==> config.mk <==
export PLATFORM = sky130hd
export DESIGN_NAME = address_arith_slice
export DESIGN_NICKNAME = d
export VERILOG_FILES = /design/src/address_arith_slice_pkg.sv /design/src/slice_adder.sv /design/src/address_arith_slice.sv
export VERILOG_INCLUDE_DIRS = /design/src
export SDC_FILE = /design/constraint.sdc
export NUM_CORES = 1
export LEC_CHECK = 0
export BUFFER_PORTS_ARGS = -buffer_cell sky130_fd_sc_hd__buf_2
export CAP_MARGIN = 20
export CORE_UTILIZATION = 25
export CTS_CLUSTER_SIZE = 25
export DETAILED_ROUTE_END_ITERATION = 10
export GPL_TIMING_DRIVEN = 0
export HOLD_SLACK_MARGIN = 0.08
export PLACE_DENSITY = 0.45
export RECOVER_POWER = 50
export SYNTH_ARGS = -nofsm -noshare
export SYNTH_HDL_FRONTEND = slang
export SYNTH_SLANG_ARGS = --single-unit
export TNS_END_PERCENT = 20
==> constraint.sdc <==
create_clock -name mclk_i -period 2.5 [get_ports mclk_i]
set_input_delay 0.25 -clock mclk_i [delete_from_list [all_inputs] [get_ports mclk_i]]
set_output_delay 0.25 -clock mclk_i [all_outputs]
set_load 0.01 [all_outputs]
==> src/address_arith_slice_consts.svh <==
`ifndef ADDRESS_ARITH_SLICE_CONSTS_SVH
`define ADDRESS_ARITH_SLICE_CONSTS_SVH

// ----------------------------------------------------------------
// slice geometry
// ----------------------------------------------------------------
`define SLICE_W 4
`define SLICE_MSB 3
`define OP_SHOW_SUM_BIT 0

// ----------------------------------------------------------------
// reset values
// ----------------------------------------------------------------
`define REG_RST_VAL 4'h0
`define OUT_N_RST_VAL 4'hf

// ----------------------------------------------------------------
// operation codes
// ----------------------------------------------------------------
`define OP_PC_ADD_SHOW_PC 4'h0
`define OP_PC_ADD_SHOW_SUM 4'h1
`define OP_PC_TO_SP_SHOW_PC 4'h2
`define OP_PC_TO_SP_SHOW_SUM 4'h3
`define OP_SHOW_PC_A 4'h4
`define OP_PC_TO_OA 4'h5
`define OP_SHOW_SP_A 4'h6
`define OP_SP_ADD 4'h7
`define OP_SHOW_OA_A 4'h8
`define OP_LOAD_OA 4'h9
`define OP_SHOW_PC_B 4'ha
`define OP_LOAD_PC 4'hb
`define OP_SHOW_OA_B 4'hc
`define OP_OA_ADD 4'hd
`define OP_SHOW_SP_B 4'he
`define OP_LOAD_SP 4'hf

`endif

==> src/address_arith_slice_pkg.sv <==
`include "address_arith_slice_consts.svh"

package address_arith_slice_pkg;

  typedef logic [`SLICE_MSB:0] nibble_t;

  typedef enum logic [1:0] {
    sel_none,
    sel_pc,
    sel_sp,
    sel_oa
  } reg_sel_t;

  typedef struct packed {
    reg_sel_t src;
    reg_sel_t dst;
    logic show_sum;
  } op_decode_t;

  typedef struct packed {
    nibble_t pc;
    nibble_t sp;
    nibble_t oa;
    nibble_t out_n;
  } slice_state_t;

endpackage

==> src/slice_adder.sv <==
`timescale 1ns/10ps
`include "address_arith_slice_consts.svh"

// ----------------------------------------------------------------
// 4-bit adder with carry in and out, active high internally
// ----------------------------------------------------------------
module slice_adder (
  input wire logic [`SLICE_MSB:0] a_i,
  input wire logic [`SLICE_MSB:0] b_i,
  input wire logic cin_i,
  output logic [`SLICE_MSB:0] sum_o,
  output logic cout_o
);

  logic [`SLICE_W:0] full;

  always_comb begin
    full = {1'b0, a_i} + {1'b0, b_i} + {{`SLICE_W{1'b0}}, cin_i};
    sum_o = full[`SLICE_MSB:0];
    cout_o = full[`SLICE_W];
  end

endmodule

==> src/address_arith_slice.sv <==
`timescale 1ns/10ps
`include "address_arith_slice_consts.svh"

// How it works
// - three registers plus separate output register
// - inverted data and carry feed adder
// - bits one to three pick operand, except codes 9,11,15 pick none
// - commit sum on edge when gate low
// - inputs set up before committing edge
// - bit zero high shows sum on bus
// - bit zero low shows selected register
// - address bus driven only when enabled
// - result pins show output register when enabled
// - slices chain through active-low ripple carry
// - codes 0,1 update program counter
// - codes 2,3 load stack pointer from pc
// - code 5 loads operand address from pc
// - code 7 steps stack pointer
// - code 13 steps operand address
// - codes 9,11,15 load data plus carry
// - even codes 4..14 only show register
module address_arith_slice (
  input wire logic mclk_i,
  input wire logic rst_n_i,
  input wire logic [`SLICE_MSB:0] op_select_i,
  input wire logic [`SLICE_MSB:0] operand_in_n_i,
  input wire logic carry_in_n_i,
  input wire logic run_gate_n_i,
  input wire logic addr_drive_en_n_i,
  input wire logic result_drive_en_n_i,
  output logic [`SLICE_MSB:0] addr_bus_o,
  output logic addr_bus_oe_o,
  output logic [`SLICE_MSB:0] result_out_n_o,
  output logic result_out_n_oe_o,
  output logic carry_out_n_o
);

  // ----------------------------------------------------------------
  // operation decode
  // ----------------------------------------------------------------
  function automatic address_arith_slice_pkg::op_decode_t decode_op(
    input logic [`SLICE_MSB:0] op
  );
    address_arith_slice_pkg::op_decode_t dec;
    dec.show_sum = op[`OP_SHOW_SUM_BIT];
    dec.src = address_arith_slice_pkg::sel_none;
    dec.dst = address_arith_slice_pkg::sel_none;
    unique case (op)
      `OP_PC_ADD_SHOW_PC, `OP_PC_ADD_SHOW_SUM: begin
        dec.src = address_arith_slice_pkg::sel_pc;
        dec.dst = address_arith_slice_pkg::sel_pc;
      end
      `OP_PC_TO_SP_SHOW_PC, `OP_PC_TO_SP_SHOW_SUM: begin
        dec.src = address_arith_slice_pkg::sel_pc;
        dec.dst = address_arith_slice_pkg::sel_sp;
      end
      `OP_PC_TO_OA: begin
        dec.src = address_arith_slice_pkg::sel_pc;
        dec.dst = address_arith_slice_pkg::sel_oa;
      end
      `OP_SP_ADD: begin
        dec.src = address_arith_slice_pkg::sel_sp;
        dec.dst = address_arith_slice_pkg::sel_sp;
      end
      `OP_OA_ADD: begin
        dec.src = address_arith_slice_pkg::sel_oa;
        dec.dst = address_arith_slice_pkg::sel_oa;
      end
      `OP_LOAD_OA: begin
        dec.dst = address_arith_slice_pkg::sel_oa;
      end
      `OP_LOAD_PC: begin
        dec.dst = address_arith_slice_pkg::sel_pc;
      end
      `OP_LOAD_SP: begin
        dec.dst = address_arith_slice_pkg::sel_sp;
      end
      `OP_SHOW_PC_A, `OP_SHOW_PC_B: begin
        dec.src = address_arith_slice_pkg::sel_pc;
      end
      `OP_SHOW_SP_A, `OP_SHOW_SP_B: begin
        dec.src = address_arith_slice_pkg::sel_sp;
      end
      `OP_SHOW_OA_A, `OP_SHOW_OA_B: begin
        dec.src = address_arith_slice_pkg::sel_oa;
      end
    endcase
    return dec;
  endfunction

  // ----------------------------------------------------------------
  // datapath
  // ----------------------------------------------------------------
  address_arith_slice_pkg::slice_state_t state_q;
  address_arith_slice_pkg::slice_state_t state_d;
  address_arith_slice_pkg::op_decode_t dec;
  logic [`SLICE_MSB:0] data_true;
  logic carry_true;
  logic [`SLICE_MSB:0] reg_opnd;
  logic [`SLICE_MSB:0] sum;
  logic sum_cout;
  logic commit;

  // any of sixteen codes is legal
  assign dec = decode_op(op_select_i);

  // undo active-low sense of data and carry
  assign data_true = ~operand_in_n_i;
  assign carry_true = ~carry_in_n_i;

  // register operand mux, zero when none
  always_comb begin
    unique case (dec.src)
      address_arith_slice_pkg::sel_pc: reg_opnd = state_q.pc;
      address_arith_slice_pkg::sel_sp: reg_opnd = state_q.sp;
      address_arith_slice_pkg::sel_oa: reg_opnd = state_q.oa;
      address_arith_slice_pkg::sel_none: reg_opnd = `REG_RST_VAL;
    endcase
  end

  slice_adder u_adder (
    .a_i(reg_opnd),
    .b_i(data_true),
    .cin_i(carry_true),
    .sum_o(sum),
    .cout_o(sum_cout)
  );

  // overflow past msb drives carry low
  assign carry_out_n_o = ~sum_cout;

  // inputs sampled only at committing edge
  assign commit = ~run_gate_n_i && (dec.dst !=
    address_arith_slice_pkg::sel_none);

  // ----------------------------------------------------------------
  // next state
  // ----------------------------------------------------------------
  always_comb begin
    state_d = state_q;
    // gated write into destination and output
    if (commit) begin
      state_d.out_n = ~sum;
      unique case (dec.dst)
        address_arith_slice_pkg::sel_pc: state_d.pc = sum;
        address_arith_slice_pkg::sel_sp: state_d.sp = sum;
        address_arith_slice_pkg::sel_oa: state_d.oa = sum;
        address_arith_slice_pkg::sel_none: state_d.out_n = state_q.out_n;
      endcase
    end
  end

  // pc, sp, oa and output register
  always_ff @(posedge mclk_i) begin
    if (!rst_n_i) begin
      state_q.pc <= `REG_RST_VAL;
      state_q.sp <= `REG_RST_VAL;
      state_q.oa <= `REG_RST_VAL;
      state_q.out_n <= `OUT_N_RST_VAL;
    end else begin
      state_q <= state_d;
    end
  end

  // ----------------------------------------------------------------
  // pin drivers
  // ----------------------------------------------------------------
  // sum or register, combinational
  // register path when bit zero low
  assign addr_bus_o = dec.show_sum ? sum : reg_opnd;

  assign addr_bus_oe_o = ~addr_drive_en_n_i;

  assign result_out_n_o = state_q.out_n;
  assign result_out_n_oe_o = ~result_drive_en_n_i;

  logic [`SLICE_W:0] chk_full;
  assign chk_full = {1'b0, reg_opnd} + {1'b0, ~operand_in_n_i}
    + {{`SLICE_W{1'b0}}, ~carry_in_n_i};

  logic op_no_write;
  assign op_no_write = !op_select_i[`OP_SHOW_SUM_BIT] &&
    (op_select_i != `OP_PC_ADD_SHOW_PC) &&
    (op_select_i != `OP_PC_TO_SP_SHOW_PC);
endmodule

==> results.env <==
GRT_OVERFLOW_TOTAL=0
CTS_HTREE_LEVELS=1
FLOORPLAN.INITIALDENSITY_PCT=26.3
STARTPOINT_TYPE='input pin'
PORTBUFFERS=21
CTS_ROOT_BUF='sky130_fd_sc_hd__clkbuf_8'
SYNTH_CELLS=134
POST_SYNTH_NUM_CELL_TYPES=32
SKEW_NS=0.000973
FIRST_GLOBAL_VIAS=971
FINALCRITICALPERIOD_NS=2.45
SYNTH_SEQUENTIAL_AREA_RATIO_PCT=30.0
WORST_PIN_SLEW_NS=0.437
GLOBALROUTETOTALUTIL_PCT=12.6
CRITPATHCAPTURETYPE='output port'
CTS_TREE='built'
REPORT.FINAL.HOLD_VIOL_COUNT=0
GRT_PASS1_WL_MM=4.29
IR_DROP_V=0.000165
SYNTHTOLAYOUTAREAGROWTH_PCT=35.1
FINALMAXSLEWVIOLATIONS=0
MAX_FREQ_MHz=408
DESIGN_AREA_MM2=0.00144
DIODES=0
WORST-ENDPOINT-ARRIVAL_NS=2.20
CTS-HOLD-FIX-BUFFERS=0
CLOCK_TREE.BUFFER_DEPTH=2
YOSYSTOPAREACELLSHARE_PCT=30.0
PIN_COUNT_OF_THE_BIGGEST_NET_ENTERING_GLOBAL_ROUTING=11
SYN-NUM-NETS=153
STATIC-LEAKAGE-POWER_nW=0.641
TOTAL_POWER_W=0.000780
SLEW_HEADROOM_PCT=70.9
CLKSINKCOUNT=16
IO_PINS=25
POST_DP_CELL_AREA_MM2=0.00123
PLACE_WS_NS=-0.355
SHARE_COMB_OF_TOTAL_POWER_PCT=35.1
RSZ0062_AT_GRT='true'
CRITICAL_PATH_REQUIRED_NS=2.25
CLOCK_POWER_SHARE_PCT=28.9
SYNTH.FF_LATCH_COUNT=16
SETUP-VIOLATIONS-FINAL=0
LAYOUT.CELLS.NON_FILLER=218
DRT_DRC_VIOLATIONS_LEFT=0
DIE_Y_EXTENT_UM=67.3
ROUTE.FINAL.WIRE_LENGTH_MM=2.63
FINISH.NET_COUNT=188
REG2REG_SLACK_NS=0.32
CORE_MM2=0.00406
DIEWIDTH_UM=67.3
POSTLAYOUTCOREUTIL_PCT=35.5
SHARE_SEQ_OF_TOTAL_POWER_PCT=36.0
SYNTH_WARNINGS=0
CELLINTERNALPOWER_W=0.000542
SYN-MEAN-INSTANCE-AREA_UM2=7.96
CELL_TYPES_WITH_THE_LARGEST_AREA_SHARE_AFTER_SYNTHESIS='sky130_fd_sc_hd__dfxtp_1 (30%), sky130_fd_sc_hd__mux2i_1 (6.6%), sky130_fd_sc_hd__inv_1 (5.6%)'
DETAILROUTE.VIA_COUNT=997
WORST_SLACK_NS=0.0513
FIRST_PASS_ITERS=4
DETAILEDROUTE.FIRSTITERATIONVIOLATIONS=24
CTS_MADE_BUFFERS=3
POWER.SHARE.SWITCHING_PCT=30.5
POST-PLACE-CELLS=205
POWER_SWITCHING_W=0.000238
NUMBER_OF_MAX_CAPACITANCE_VIOLATIONS_REPORTED=0
CLOCK_INSERTION_DELAY_WORST_SKEW_NS=0.24
WS_PATH_TYPE='input pin to output port'
GLOBALPLACE.CONGESTION=0.755
ANTENNA_VIOLATIONS_BEFORE_REPAIR=0
FULL_DIE_AREA_MM2=0.00453
DRT-WIRELENGTH-PER-CELL_UM=12.1
MAPPEDNETLISTAREA_MM2=0.00107
FINALCRITPERIODSHARE_PCT=97.9
CP_MAX_FO=10
SYNTH.LARGEST_AREA_CELL='sky130_fd_sc_hd__dfxtp_1'
DP.FINAL_HPWL_MM=1.97
FINAL_LAYOUT_SIZE_SUFFIX_GT1_SHARE_PCT=33.3
STD_CELL_ROWS=23
CLK_PIN_SLEW_NS=0.06
RUN_STATUS='completed'
PWR_DENSITY_CELL_mW_PER_MM2=542
MIN-DELAY-PATH-CLASS='input pin to register'
ANTENNA_VIOLATING_NETS_POST_ROUTE=0
MEAN_NUMBER_OF_VIAS_PER_CELL=4.57
stage by stage:
stage	TNS (ns)	hold WS (ns)
6_report	0	0.369
5_1_grt	-0.134	0.404
4_1_cts	0	0.369
3_5_place_dp	-1.15	0.476
3_3_place_gp	-1.21	0.468
2_1_floorplan	0	0.441
sequential cells by signal, indices dropped and copies added (netlist names):
| name | count |
|---|---|
| state_q | 12 |
| result_out_n_o | 4 |
layout make-up:
cell class | count | area, um^2
flip-flops and latches | 16 | 325
clock buffers | 4 | 55.1
well taps | 50 | 62.6
inverters | 16 | 63.8
repair buffers | 30 | 165
fillers | 432 | 2620
multi-input cells | 92 | 689
plain buffers | 10 | 78.8
what timing repair did:
item / CTS / global route
endpoints found under the setup margin: 4 / 4
resized for setup: 10 / 12
buffers inserted: 4 / 5
pin swaps: 5 / 6
cells in the mapped netlist:
cell	n
sky130_fd_sc_hd__nand3_1	3
sky130_fd_sc_hd__and2b_1	1
sky130_fd_sc_hd__nand2_1	13
sky130_fd_sc_hd__xor2_1	1
sky130_fd_sc_hd__xnor2_1	1
sky130_fd_sc_hd__o21a_1	1
sky130_fd_sc_hd__or2_4	2
sky130_fd_sc_hd__a21oi_1	8
sky130_fd_sc_hd__o21ai_0	4
sky130_fd_sc_hd__nor3_1	3
sky130_fd_sc_hd__clkbuf_1	2
sky130_fd_sc_hd__buf_4	6
sky130_fd_sc_hd__buf_6	1
sky130_fd_sc_hd__o21bai_1	1
sky130_fd_sc_hd__nand2b_1	3
sky130_fd_sc_hd__mux2i_1	7
sky130_fd_sc_hd__a21o_1	3
sky130_fd_sc_hd__o31a_1	1
sky130_fd_sc_hd__o31ai_1	3
sky130_fd_sc_hd__buf_2	1
sky130_fd_sc_hd__dfxtp_1	16
sky130_fd_sc_hd__inv_1	16
sky130_fd_sc_hd__o211ai_1	4
sky130_fd_sc_hd__a22oi_1	1
sky130_fd_sc_hd__a211oi_1	2
sky130_fd_sc_hd__a211oi_4	2
sky130_fd_sc_hd__o22ai_1	6
sky130_fd_sc_hd__nor2b_1	1
sky130_fd_sc_hd__nand3b_1	1
sky130_fd_sc_hd__ha_1	3
sky130_fd_sc_hd__fa_1	2
sky130_fd_sc_hd__nor2_1	15
worst max-delay path, stage by stage:
cell and delay [ns]:
sky130_fd_sc_hd__buf_2 0.12, sky130_fd_sc_hd__buf_6 0.15, sky130_fd_sc_hd__nor3_4 0.18, sky130_fd_sc_hd__a21oi_2 0.05
sky130_fd_sc_hd__o22ai_2 0.19, sky130_fd_sc_hd__a21oi_2 0.06, sky130_fd_sc_hd__fa_2 0.38, sky130_fd_sc_hd__inv_2 0.07
sky130_fd_sc_hd__fa_2 0.44, sky130_fd_sc_hd__o22ai_2 0.15, sky130_fd_sc_hd__buf_2 0.16
power by group through the flow:
stage	Combinational, W	Clock, W	Sequential, W
CTS	0.000250	0.000234	0.000281
global placement	0.000213	0	0.000286
global route	0.000302	0.000242	0.000282
floorplan	0.000153	0	0.000283
finish	0.000274	0.000226	0.000281
detailed placement	0.000215	0	0.000286
cell usage in the layout (no fill, tap or decap), types with 2 or more instances in the layout:
cell type,synthesis,routed
sky130_fd_sc_hd__nand3_1,3,3
sky130_fd_sc_hd__inv_1,16,14
sky130_fd_sc_hd__o21ai_0,4,4
sky130_fd_sc_hd__o211ai_1,4,4
sky130_fd_sc_hd__dfxtp_1,16,14
sky130_fd_sc_hd__a21oi_1,8,4
sky130_fd_sc_hd__a21oi_2,0,3
sky130_fd_sc_hd__clkbuf_1,2,8
sky130_fd_sc_hd__buf_6,1,3
sky130_fd_sc_hd__buf_4,6,14
sky130_fd_sc_hd__nand2b_1,3,3
sky130_fd_sc_hd__o22ai_1,6,3
sky130_fd_sc_hd__nor3_1,3,2
sky130_fd_sc_hd__ha_1,3,3
sky130_fd_sc_hd__or2_4,2,2
sky130_fd_sc_hd__buf_2,1,15
sky130_fd_sc_hd__nand2_1,13,13
sky130_fd_sc_hd__fa_2,0,2
sky130_fd_sc_hd__a211oi_1,2,2
sky130_fd_sc_hd__o31ai_1,3,3
sky130_fd_sc_hd__o22ai_2,0,3
sky130_fd_sc_hd__a211oi_4,2,2
sky130_fd_sc_hd__clkbuf_8,0,4
sky130_fd_sc_hd__a21o_1,3,3
sky130_fd_sc_hd__mux2i_1,7,7
sky130_fd_sc_hd__nor2_1,15,15
path summary, 6_finish.rpt:
| check | from | to | cells past startpoint |
|---|---|---|---|
| min reg2reg | state_q[8]$_SDFFE_PN0P_ | state_q[8]$_SDFFE_PN0P_ | 2 |
| max | op_select_i[2] | addr_bus_o[1] | 11 |
| max reg2reg | state_q[12]$_SDFFE_PN0P_ | state_q[14]$_SDFFE_PN0P_ | 12 |
| min | rst_n_i | result_out_n_o[0]$_SDFFE_PN1P_ | 2 |
metal layers:
layer / routed length [um] / track usage [%] / part of all wire (%) / vias to the layer above
li1: - / - / - / 515
met1: 1380 / 16.5 / 52 / 459
met2: 1120 / 20.5 / 43 / 21
met3: 110 / 2.36 / 4.2 / 2
met4: 23 / 4.79 / 0.87 / 0
met5: 0 / 0 / 0 / -
cells by family (layout without fill, tap and decap cells):
logic type,Yosys count,in the layout,synth area share [%]
xor gates and xnor gates,2,2,1.64
DFF,16,16,30.0
muxes,7,7,6.57
and+or+nand+nor,42,42,18.1
buffers and inverters,26,60,12.1
adders and majority gates,5,5,7.28
AOI/OAI and AO/OA,36,36,24.3
Note: power is estimated with default switching activity, not from simulation.
